--- src/design/zsm_pkg.sv ---
package zsm_pkg;

  // timing, as printed, and derived clock counts at 10 MHz
  localparam int unsigned CLK_HZ          = 10_000_000;
  localparam int unsigned CYC_PER_MS      = CLK_HZ / 1000;
  localparam int unsigned T_ENTER_THR_MS  = 3000;
  localparam int unsigned T_ENTER_DLY_MS  = 6000;
  localparam int unsigned T_SAVE_MS       = 2000;
  localparam int unsigned T_IDLE_MS       = 20000;
  localparam int unsigned T_HALF_SEC_MS   = 500;
  localparam int unsigned T_FLASH_MS      = 250;
  localparam int unsigned CYC_ENTER_THR   = T_ENTER_THR_MS * CYC_PER_MS;
  localparam int unsigned CYC_ENTER_DLY   = T_ENTER_DLY_MS * CYC_PER_MS;
  localparam int unsigned CYC_SAVE        = T_SAVE_MS * CYC_PER_MS;
  localparam int unsigned CYC_IDLE        = T_IDLE_MS * CYC_PER_MS;
  localparam int unsigned CYC_HALF_SEC    = T_HALF_SEC_MS * CYC_PER_MS;
  localparam int unsigned CYC_FLASH       = T_FLASH_MS * CYC_PER_MS;

  // parameter levels
  localparam logic [3:0] LEVEL_MIN        = 4'h1;
  localparam logic [3:0] LEVEL_MAX        = 4'hF;
  localparam logic [3:0] LEVEL_LAST_LOW   = 4'h7;
  localparam logic [3:0] DEF_THR_LEVEL    = 4'h7;
  localparam logic [3:0] DEF_DLY_LEVEL    = 4'h2;
  localparam logic [9:0] OFF_THR_LOW_MV   = 10'h078;
  localparam logic [9:0] OFF_THR_HIGH_MV  = 10'h3E8;

  // register map (byte addresses) and fields
  localparam logic [11:0] ADDR_CTRL       = 12'h000;
  localparam logic [11:0] ADDR_STATUS     = 12'h004;
  localparam logic [11:0] ADDR_LEVELS     = 12'h008;
  localparam int unsigned CTRL_LOCK_BIT   = 0;
  localparam int unsigned LEV_THR_LSB     = 0;
  localparam int unsigned LEV_DLY_LSB     = 4;
  localparam int unsigned ST_SETUP_LSB    = 0;
  localparam int unsigned ST_MON_LSB      = 4;
  localparam int unsigned ST_ENABLE_BIT   = 6;
  localparam int unsigned ST_MODE_BIT     = 7;
  localparam int unsigned ST_EDIT_LSB     = 8;
  localparam logic        CTRL_RESET      = 1'b0;

  typedef enum logic [2:0] {
    SET_RUN        = 3'b000,
    SET_PRESS      = 3'b001,
    SET_EDIT       = 3'b010,
    SET_EDIT_PRESS = 3'b011,
    SET_RELEASE    = 3'b100
  } setup_e;

  typedef enum logic [1:0] {
    MON_MOTION     = 2'b00,
    MON_DELAY      = 2'b01,
    MON_STANDSTILL = 2'b10,
    MON_FAULT      = 2'b11
  } mon_e;

  typedef struct packed {
    logic red;
    logic green;
  } lamp_s;

  typedef struct packed {
    logic [3:0] dly;
    logic [3:0] thr;
  } levels_s;

endpackage

--- src/design/zsm_param_setup.sv ---
// Design decisions made here: the address map and register access over APB.
`timescale 1ns/1ps
// Summary of operation
// - idle 20 s or power loss discards edit
// - standstill monitoring keeps running during setup
// - 3 s hold enters threshold setup, red
// - 6 s hold enters delay setup, green
// - on release show stored level
// - short press steps to next level
// - 2 s hold stores level, leaves setup
// - fifteen threshold levels, on/off values
// - threshold defaults to 80 mV level
// - wait switch-on delay before closing path
// - fifteen delay levels, 0.5 to 20 s
// - movement opens path, output, lamp off
// - delay running flashes lamp; default 1 s
// - delay done: lamp green, path, output on
// - open circuit clears, resume automatically
// - error flashes power lamp red
module zsm_param_setup #(
  parameter int unsigned ENTER_THR_CYC = zsm_pkg::CYC_ENTER_THR,
  parameter int unsigned ENTER_DLY_CYC = zsm_pkg::CYC_ENTER_DLY,
  parameter int unsigned SAVE_CYC      = zsm_pkg::CYC_SAVE,
  parameter int unsigned IDLE_CYC      = zsm_pkg::CYC_IDLE,
  parameter int unsigned HALF_SEC_CYC  = zsm_pkg::CYC_HALF_SEC,
  parameter int unsigned FLASH_CYC     = zsm_pkg::CYC_FLASH
) (
  input  wire logic             pclk,
  input  wire logic             presetn,
  input  wire logic             psel,
  input  wire logic             penable,
  input  wire logic             pwrite,
  input  wire logic [11:0]      paddr,
  input  wire logic [31:0]      pwdata,
  output logic      [31:0]      prdata,
  output logic                  pready,
  output logic                  pslverr,
  input  wire logic             set_button,
  input  wire logic             below_on_thr,
  input  wire logic             above_off_thr,
  input  wire logic             open_circuit,
  input  wire logic             internal_error,
  input  wire zsm_pkg::levels_s nv_levels,
  output zsm_pkg::levels_s      active_levels,
  output logic                  nv_store,
  output logic      [9:0]       on_thr_mv,
  output logic      [9:0]       off_thr_mv,
  output logic                  enable_path,
  output logic                  motion_signal_out,
  output logic                  fault_signal_out,
  output zsm_pkg::lamp_s        power_indicator,
  output zsm_pkg::lamp_s        standstill_lamp,
  output zsm_pkg::lamp_s        level_lamp_low,
  output zsm_pkg::lamp_s        level_lamp_high
);

  function automatic logic [3:0] fix_level(input logic [3:0] l, input logic [3:0] d);
    fix_level = (l == 4'h0) ? d : l;
  endfunction

  function automatic logic [3:0] next_level(input logic [3:0] l);
    next_level = (l == zsm_pkg::LEVEL_MAX) ? zsm_pkg::LEVEL_MIN : 4'(l + 4'h1);
  endfunction

  function automatic logic [9:0] thr_on_mv(input logic [3:0] l);
    case (l)
      4'h1:    thr_on_mv = 10'h032;
      4'h2:    thr_on_mv = 10'h037;
      4'h3:    thr_on_mv = 10'h03C;
      4'h4:    thr_on_mv = 10'h041;
      4'h5:    thr_on_mv = 10'h046;
      4'h6:    thr_on_mv = 10'h04B;
      4'h7:    thr_on_mv = 10'h050;
      4'h8:    thr_on_mv = 10'h0C8;
      4'h9:    thr_on_mv = 10'h0E6;
      4'hA:    thr_on_mv = 10'h0FA;
      4'hB:    thr_on_mv = 10'h12C;
      4'hC:    thr_on_mv = 10'h15E;
      4'hD:    thr_on_mv = 10'h190;
      4'hE:    thr_on_mv = 10'h1CC;
      default: thr_on_mv = 10'h1F4;
    endcase
  endfunction

  // delay in half seconds; 0.5 s steps keep the 0.5 s level exact
  function automatic logic [31:0] delay_cycles(input logic [3:0] l);
    logic [5:0] half;
    half = 6'h00;
    case (l)
      4'h1:    half = 6'h01;
      4'h2:    half = 6'h02;
      4'h3:    half = 6'h04;
      4'h4:    half = 6'h06;
      4'h5:    half = 6'h08;
      4'h6:    half = 6'h0A;
      4'h7:    half = 6'h0C;
      4'h8:    half = 6'h0E;
      4'h9:    half = 6'h10;
      4'hA:    half = 6'h14;
      4'hB:    half = 6'h18;
      4'hC:    half = 6'h1C;
      4'hD:    half = 6'h20;
      4'hE:    half = 6'h24;
      default: half = 6'h28;
    endcase
    delay_cycles = 32'(32'(half) * HALF_SEC_CYC);
  endfunction

  zsm_pkg::levels_s stored_r;
  logic             loaded_r;
  logic             lock_r;
  zsm_pkg::setup_e  st_r;
  logic             mode_dly_r;
  logic [3:0]       edit_r;
  logic [31:0]      hold_cnt_r;
  logic [31:0]      idle_cnt_r;
  zsm_pkg::mon_e    mon_r;
  logic [31:0]      dly_cnt_r;
  logic [31:0]      flash_cnt_r;
  logic             flash_r;
  logic             int_err_r;
  logic             pressed;
  logic             save;
  logic             fault_any;
  logic             apb_access;
  logic             apb_done_wr;
  logic             mapped;
  logic [31:0]      status_word;

  assign pressed     = set_button & ~lock_r;
  assign save        = (st_r == zsm_pkg::SET_EDIT_PRESS) && pressed && (hold_cnt_r >= SAVE_CYC - 1);
  assign fault_any   = open_circuit | internal_error | int_err_r;
  assign apb_access  = psel & penable & ~pready;
  assign apb_done_wr = psel & penable & pready & pwrite;
  assign mapped      = (paddr == zsm_pkg::ADDR_CTRL) || (paddr == zsm_pkg::ADDR_STATUS) ||
                       (paddr == zsm_pkg::ADDR_LEVELS);

  always_comb begin
    status_word = 32'h0000_0000;
    status_word[zsm_pkg::ST_SETUP_LSB +: 3] = st_r;
    status_word[zsm_pkg::ST_MON_LSB +: 2]   = mon_r;
    status_word[zsm_pkg::ST_ENABLE_BIT]     = enable_path;
    status_word[zsm_pkg::ST_MODE_BIT]       = mode_dly_r;
    status_word[zsm_pkg::ST_EDIT_LSB +: 4]  = edit_r;
  end

  // apb slave: one wait state, write lands on the completing edge
  always_ff @(posedge pclk or negedge presetn) begin
    if (!presetn) begin
      pready  <= 1'b0;
      pslverr <= 1'b0;
      prdata  <= 32'h0000_0000;
    end else begin
      pready  <= apb_access;
      pslverr <= apb_access & ~mapped;
      prdata  <= 32'h0000_0000;
      if (apb_access && !pwrite) begin
        if (paddr == zsm_pkg::ADDR_CTRL) begin
          prdata[zsm_pkg::CTRL_LOCK_BIT] <= lock_r;
        end else if (paddr == zsm_pkg::ADDR_STATUS) begin
          prdata <= status_word;
        end else if (paddr == zsm_pkg::ADDR_LEVELS) begin
          prdata[15:0] <= {8'h00, stored_r};
        end
      end
    end
  end

  always_ff @(posedge pclk or negedge presetn) begin
    if (!presetn) begin
      lock_r <= zsm_pkg::CTRL_RESET;
    end else if (apb_done_wr && paddr == zsm_pkg::ADDR_CTRL) begin
      lock_r <= pwdata[zsm_pkg::CTRL_LOCK_BIT];
    end
  end

  // active levels; the edited copy only reaches here on save, so a power loss drops it
  always_ff @(posedge pclk or negedge presetn) begin
    if (!presetn) begin
      stored_r.thr <= zsm_pkg::DEF_THR_LEVEL;
      stored_r.dly <= zsm_pkg::DEF_DLY_LEVEL;
      loaded_r     <= 1'b0;
      nv_store     <= 1'b0;
    end else begin
      nv_store <= save;
      if (!loaded_r) begin
        loaded_r     <= 1'b1;
        stored_r.thr <= fix_level(nv_levels.thr, zsm_pkg::DEF_THR_LEVEL);
        stored_r.dly <= fix_level(nv_levels.dly, zsm_pkg::DEF_DLY_LEVEL);
      end else if (save) begin
        if (mode_dly_r) begin
          stored_r.dly <= edit_r;
        end else begin
          stored_r.thr <= edit_r;
        end
      end else if (apb_done_wr && paddr == zsm_pkg::ADDR_LEVELS && st_r == zsm_pkg::SET_RUN) begin
        stored_r.thr <= fix_level(pwdata[zsm_pkg::LEV_THR_LSB +: 4], stored_r.thr);
        stored_r.dly <= fix_level(pwdata[zsm_pkg::LEV_DLY_LSB +: 4], stored_r.dly);
      end
    end
  end

  always_ff @(posedge pclk or negedge presetn) begin
    if (!presetn) begin
      hold_cnt_r <= 32'h0000_0000;
      idle_cnt_r <= 32'h0000_0000;
    end else begin
      if ((st_r == zsm_pkg::SET_PRESS || st_r == zsm_pkg::SET_EDIT_PRESS) && pressed) begin
        hold_cnt_r <= (hold_cnt_r == 32'hFFFF_FFFF) ? hold_cnt_r : hold_cnt_r + 32'h1;
      end else begin
        hold_cnt_r <= 32'h0000_0000;
      end
      idle_cnt_r <= (st_r == zsm_pkg::SET_EDIT) ? idle_cnt_r + 32'h1 : 32'h0000_0000;
    end
  end

  // setup sequence; it never touches the monitor below
  always_ff @(posedge pclk or negedge presetn) begin
    if (!presetn) begin
      st_r       <= zsm_pkg::SET_RUN;
      mode_dly_r <= 1'b0;
      edit_r     <= zsm_pkg::DEF_THR_LEVEL;
    end else begin
      unique case (st_r)
        zsm_pkg::SET_RUN: begin
          if (pressed && loaded_r) st_r <= zsm_pkg::SET_PRESS;
        end
        zsm_pkg::SET_PRESS: begin
          if (!pressed) begin
            if (hold_cnt_r >= ENTER_DLY_CYC) begin
              st_r       <= zsm_pkg::SET_EDIT;
              mode_dly_r <= 1'b1;
              edit_r     <= stored_r.dly;
            end else if (hold_cnt_r >= ENTER_THR_CYC) begin
              st_r       <= zsm_pkg::SET_EDIT;
              mode_dly_r <= 1'b0;
              edit_r     <= stored_r.thr;
            end else begin
              st_r <= zsm_pkg::SET_RUN;
            end
          end
        end
        zsm_pkg::SET_EDIT: begin
          if (pressed) begin
            st_r <= zsm_pkg::SET_EDIT_PRESS;
          end else if (idle_cnt_r >= IDLE_CYC - 1) begin
            st_r <= zsm_pkg::SET_RUN;
          end
        end
        zsm_pkg::SET_EDIT_PRESS: begin
          if (save) begin
            st_r <= zsm_pkg::SET_RELEASE;
          end else if (!pressed) begin
            st_r   <= zsm_pkg::SET_EDIT;
            edit_r <= next_level(edit_r);
          end
        end
        zsm_pkg::SET_RELEASE: begin
          if (!pressed) st_r <= zsm_pkg::SET_RUN;
        end
        default: st_r <= zsm_pkg::SET_RUN;
      endcase
    end
  end

  // standstill monitor, always running on the active levels
  always_ff @(posedge pclk or negedge presetn) begin
    if (!presetn) begin
      int_err_r <= 1'b0;
    end else if (internal_error) begin
      int_err_r <= 1'b1;
    end
  end

  always_ff @(posedge pclk or negedge presetn) begin
    if (!presetn) begin
      mon_r     <= zsm_pkg::MON_MOTION;
      dly_cnt_r <= 32'h0000_0000;
    end else if (fault_any) begin
      mon_r <= zsm_pkg::MON_FAULT;
    end else begin
      unique case (mon_r)
        zsm_pkg::MON_MOTION: begin
          if (below_on_thr && !above_off_thr) begin
            mon_r     <= zsm_pkg::MON_DELAY;
            dly_cnt_r <= delay_cycles(stored_r.dly) - 32'h1;
          end
        end
        zsm_pkg::MON_DELAY: begin
          if (above_off_thr) begin
            mon_r <= zsm_pkg::MON_MOTION;
          end else if (dly_cnt_r == 32'h0000_0000) begin
            mon_r <= zsm_pkg::MON_STANDSTILL;
          end else begin
            dly_cnt_r <= dly_cnt_r - 32'h1;
          end
        end
        zsm_pkg::MON_STANDSTILL: begin
          if (above_off_thr) mon_r <= zsm_pkg::MON_MOTION;
        end
        zsm_pkg::MON_FAULT: begin
          mon_r <= zsm_pkg::MON_MOTION;
        end
      endcase
    end
  end

  // thresholds for the comparators and the contact outputs
  always_ff @(posedge pclk or negedge presetn) begin
    if (!presetn) begin
      on_thr_mv         <= 10'h000;
      off_thr_mv        <= 10'h000;
      active_levels     <= '0;
      enable_path       <= 1'b0;
      motion_signal_out <= 1'b0;
      fault_signal_out  <= 1'b0;
    end else begin
      on_thr_mv         <= thr_on_mv(stored_r.thr);
      off_thr_mv        <= (stored_r.thr <= zsm_pkg::LEVEL_LAST_LOW) ?
                           zsm_pkg::OFF_THR_LOW_MV : zsm_pkg::OFF_THR_HIGH_MV;
      active_levels     <= stored_r;
      enable_path       <= (mon_r == zsm_pkg::MON_STANDSTILL);
      motion_signal_out <= (mon_r == zsm_pkg::MON_STANDSTILL);
      fault_signal_out  <= (mon_r != zsm_pkg::MON_FAULT);
    end
  end

  always_ff @(posedge pclk or negedge presetn) begin
    if (!presetn) begin
      flash_cnt_r <= 32'h0000_0000;
      flash_r     <= 1'b0;
    end else if (flash_cnt_r >= FLASH_CYC - 1) begin
      flash_cnt_r <= 32'h0000_0000;
      flash_r     <= ~flash_r;
    end else begin
      flash_cnt_r <= flash_cnt_r + 32'h1;
    end
  end

  // setup display overrides the lamps only; outputs above are untouched
  always_ff @(posedge pclk or negedge presetn) begin
    if (!presetn) begin
      power_indicator <= '0;
      standstill_lamp <= '0;
      level_lamp_low  <= '0;
      level_lamp_high <= '0;
    end else begin
      power_indicator       <= '{red: 1'b0, green: 1'b1};
      standstill_lamp       <= '0;
      level_lamp_low        <= '0;
      level_lamp_high       <= '0;
      if (mon_r == zsm_pkg::MON_FAULT) begin
        power_indicator <= '{red: flash_r, green: 1'b0};
      end
      if (mon_r == zsm_pkg::MON_STANDSTILL) standstill_lamp.green <= 1'b1;
      if (mon_r == zsm_pkg::MON_DELAY) standstill_lamp.green <= flash_r;
      if (st_r == zsm_pkg::SET_PRESS && hold_cnt_r >= ENTER_THR_CYC) begin
        power_indicator <= (hold_cnt_r >= ENTER_DLY_CYC) ? '{1'b0, flash_r} : '{flash_r, 1'b0};
        standstill_lamp <= (hold_cnt_r >= ENTER_DLY_CYC) ? '{1'b0, flash_r} : '{flash_r, 1'b0};
        level_lamp_low  <= (hold_cnt_r >= ENTER_DLY_CYC) ? '{1'b0, flash_r} : '{flash_r, 1'b0};
        level_lamp_high <= (hold_cnt_r >= ENTER_DLY_CYC) ? '{1'b0, flash_r} : '{flash_r, 1'b0};
      end else if (st_r == zsm_pkg::SET_EDIT || st_r == zsm_pkg::SET_EDIT_PRESS) begin
        level_lamp_low  <= '{edit_r[0] & flash_r & ~mode_dly_r, edit_r[0] & flash_r & mode_dly_r};
        level_lamp_high <= '{edit_r[1] & flash_r & ~mode_dly_r, edit_r[1] & flash_r & mode_dly_r};
        standstill_lamp <= '{edit_r[2] & flash_r & ~mode_dly_r, edit_r[2] & flash_r & mode_dly_r};
        power_indicator <= '{edit_r[3] & flash_r & ~mode_dly_r, edit_r[3] & flash_r & mode_dly_r};
      end
    end
  end
endmodule

--- config.mk ---
export PLATFORM = sky130hd
export DESIGN_NAME = zsm_param_setup
export DESIGN_NICKNAME = d
export VERILOG_FILES = /design/src/design/zsm_pkg.sv /design/src/design/zsm_param_setup.sv
export SDC_FILE = /design/constraint.sdc
export NUM_CORES = 1
export LEC_CHECK = 0
export ABC_AREA = 1
export BUFFER_PORTS_ARGS = -buffer_cell sky130_fd_sc_hd__buf_2
export CAP_MARGIN = 5
export CORE_MARGIN = 2
export CORE_UTILIZATION = 54
export CTS_BUF_LIST = sky130_fd_sc_hd__clkbuf_8
export DETAILED_ROUTE_END_ITERATION = 8
export PLACE_DENSITY = 0.7
export SYNTH_ARGS = -nofsm -noshare
export SYNTH_HDL_FRONTEND = slang
export SYNTH_SLANG_ARGS = --single-unit
--- constraint.sdc ---
create_clock -name pclk -period 5.85 [get_ports pclk]
set_input_delay 0.8775 -clock pclk [delete_from_list [all_inputs] [get_ports pclk]]
set_output_delay 0.8775 -clock pclk [all_outputs]
set_load 0.01 [all_outputs]
==> reports/metrics.cfg <==
[synth]
synth_area_um2 = 13700
ys_seq_area_share_pct = 35.4
synth_xor_xnor_area_share_pct = 1.60
synthTopCellsByArea = dfrtp_1, nand2_1, inv_1, ha_1, nor2_1
synth_flop_cell = dfrtp_1
synth-edff-count = 0
synthMuxAreaShare_pct = 0
syn_inst = 1883
ys_async_sr_fraction_pct = 100
synth_seq_cells = 194
syn_area_per_cell_um2 = 7.29
synth_top_cell_by_area = dfrtp_1
yosys.area_share.simple_pct = 33.6
synth_compound_area_share_pct = 11.5
yosysWarnings = 0
synth_top_area_share_pct = 34.1
synth_adder_area_share_pct = 7.09
synth.distinct_cells = 66
synth_top_family_by_area = simple AND/OR/NAND/NOR gates

[cells_and_area]
fin_util_pct = 59.3
antenna_cells = 0
nets = 2111
fillers = 2321
drive_above_1_share_pct = 14.4
final_cell_count_no_fill = 2319
area_delta_synth_final_pct = 8.26

[timing]
rsz0062_at_grt = false
setup_tns_ns = 0
period_share_pct = 88.2
final_hold_viol_count = 0
tightest_slew_ns = 0.997
relSlewSlack_pct = 33.4
timing.fmax_ghz = 0.194
period_minus_slack_ns = 5.16
finalMaxSlewViolations = 0
skew_ns = 0.0252
holdWs_ns = 0.450
setup_viol = 0

[critical_path]
worstSetupPathType = reg -> reg
worstPathMaxFanout = 6
cp.arrival_ns = 5.55
crit_top_cell = inv_1
end_kind = flop
worstSetupStartpointType = flop
critPathMaxStageDelay_ns = 0.62
cp_slowest_cell = dfstp_2
critical_path_required_ns = 6.24

[power]
peakVddDrop_v = 0.000138
power_w = 0.00430
power_density_nw_per_um2 = 290
p_leak_nw = 7.29

[route]
drtPass1Iterations = 6
via_per_inst = 5.25
drtAntennaViolNets = 0
routed_wl_mm = 31.7
wl_per_cell_um = 13.7
drc = 0
drtIter0Drc = 888
via_count = 12200

[clock_tree]
path_clk_slew_ns = 0.12
postCtsSetupRepairBufs = 0
cts_resized = 0
htree_levels = 4
cts.sinks = 194
cts_made_buffers = 17
tritoncts = done
hold_buffers = 0
cts_root_buffer = clkbuf_8
cts_max_path_buffers = 2
clk_latency_ns = 0.49

[global_routing]
grt_pass1_vias = 11600
grt_pass1_wl_mm = 54.1
grt_usage_pct = 24.8
gr-total-overflow = 0
antenna_found_initial = 0
grt_max_degree = 111

[placed_design]
post-place-cells = 2287
place_congestion = 0.944
port_buffers = 87
hpwl_mm = 24.5

[floorplanning]
ios = 136
rows = 58
die_w_um = 163
coreArea_um2 = 25000
initial_utilization_pct = 54.8
die_h_um = 163
design.die.area_um2 = 26700

[run_status]
outcome = completed

[min_path]
hold_class = reg -> reg

[job]
drv_cap = 0

-- worst max-delay path, delay by kind of cell (launching register included) --
kind / cells / cell delay [ns]
flops: 1 / 0.62
compound gates: 2 / 0.37
xor+xnor: 1 / 0.19
buf+inv: 6 / 0.60
fa+ha+maj: 6 / 2.03
simple gates: 10 / 1.27
-- cells by family (layout without fill, tap and decap cells) --
kind of cell               after synthesis  count (layout)
and+or+nand+nor                        962             962
adders and majority gates               73              73
buffers and inverters                  353             425
AOI/OAI and AO/OA                      274             274
other                                    2              36
xor gates and xnor gates                25              25
DFF                                    194             194
-- metal layers --
layer,global-route usage [%],part of all wire (%)
met3,3.45,5.0
met4,6.48,1.5
met5,0,0
met2,41.4,47
met1,33.8,47
-- flip-flops by register name, indices dropped and copies added, names as in the netlist, 2 cells and up --
signal and cells:
dly_cnt_r 32, flash_cnt_r 32, hold_cnt_r 32, idle_cnt_r 32
prdata 12, on_thr_mv 9, active_levels 8, stored_r 8
edit_r 4, off_thr_mv 3, st_r 3, level_lamp_high 2
level_lamp_low 2, mon_r 2, power_indicator 2, standstill_lamp 2
-- synthesized netlist by cell type (all sizes together) (7+ instances only) --
cell	instances
nand2	428
inv	297
nor2	252
dfrtp	187
nand3	139
o21ai	115
a21oi	94
ha	65
nor3	63
buf	43
nand4	39
xor2	23
nor4	19
a31oi	13
clkbuf	11
a21boi	8
fa	8
o211ai	8
a22oi	7
dfstp	7
nor3b	7
-- cell type report --
| class | instances | area (µm²) | share of cell area (%) |
|---|---|---|---|
| clock buffer | 17 | 234 | 1.58 |
| clock inverter | 15 | 218 | 1.47 |
| inverter | 299 | 1120 | 7.56 |
| multi-input combinational | 1370 | 7510 | 50.5 |
| sequential | 194 | 4860 | 32.7 |
| tap | 330 | 413 | 2.78 |
| timing repair buffer | 94 | 497 | 3.34 |
-- where the power goes --
group	leakage, nW	internal [W]	switching [W]	total (W)
Combinational	4.58	0.000617	0.00123	0.00184
Sequential	2.49	0.00141	0.0000740	0.00149
Clock	0.216	0.000384	0.000589	0.000973
Total	7.29	0.00241	0.00189	0.00430
-- per-stage QoR --
stage | worst slack (ns) | area (µm²)
after CTS | 0.699 | 14900
after global placement | 0.798 | 14400
final | 0.688 | 14900
after detailed placement | 0.725 | 14400
after floorplan | 1.33 | 13800
after global routing | 0.225 | 14900
-- path summary, 6_finish.rpt --
| check | startpoint | to | slack (ns) | cells past startpoint |
|---|---|---|---|---|
| worst max-delay path | stored_r[5]$_DFFE_PN1P_ | dly_cnt_r[24]$_DFFE_PN0P_ | 0.69 | 25 |
| worst min-delay path | stored_r[5]$_DFFE_PN1P_ | active_levels[5]$_DFF_PN0_ | 0.45 | 0 |
| worst max register to register | stored_r[5]$_DFFE_PN1P_ | dly_cnt_r[24]$_DFFE_PN0P_ | 0.69 | 25 |
| worst min register to register | stored_r[5]$_DFFE_PN1P_ | active_levels[5]$_DFF_PN0_ | 0.45 | 0 |
| max in group asynchronous | presetn | hold_cnt_r[18]$_DFFE_PN0P_ | 4.19 | 2 |
| min in group asynchronous | presetn | flash_cnt_r[5]$_DFF_PN0_ | 0.48 | 1 |
-- layout by cell type (no fill, tap or decap), types with 8 or more instances in the layout --
| cell | Yosys | final |
|---|---|---|
| nand2_1 | 388 | 388 |
| inv_1 | 275 | 275 |
| nor2_1 | 209 | 209 |
| dfrtp_1 | 187 | 187 |
| nand3_1 | 126 | 126 |
| o21ai_0 | 103 | 103 |
| a21oi_1 | 90 | 90 |
| buf_2 | 8 | 86 |
| ha_1 | 65 | 65 |
| nor3_1 | 52 | 52 |
| nand2_2 | 37 | 37 |
| nand4_1 | 36 | 36 |
| conb_1 | 2 | 36 |
| nor2_2 | 30 | 30 |
| xor2_1 | 23 | 23 |
| inv_2 | 22 | 22 |
| clkbuf_8 | 0 | 18 |
| nor4_1 | 17 | 17 |
| a31oi_1 | 13 | 13 |
| nand3_2 | 13 | 13 |
| o21ai_1 | 11 | 11 |
| nor2_4 | 10 | 10 |
| fa_1 | 8 | 8 |
No activity file was read; power rests on OpenSTA's default activity.
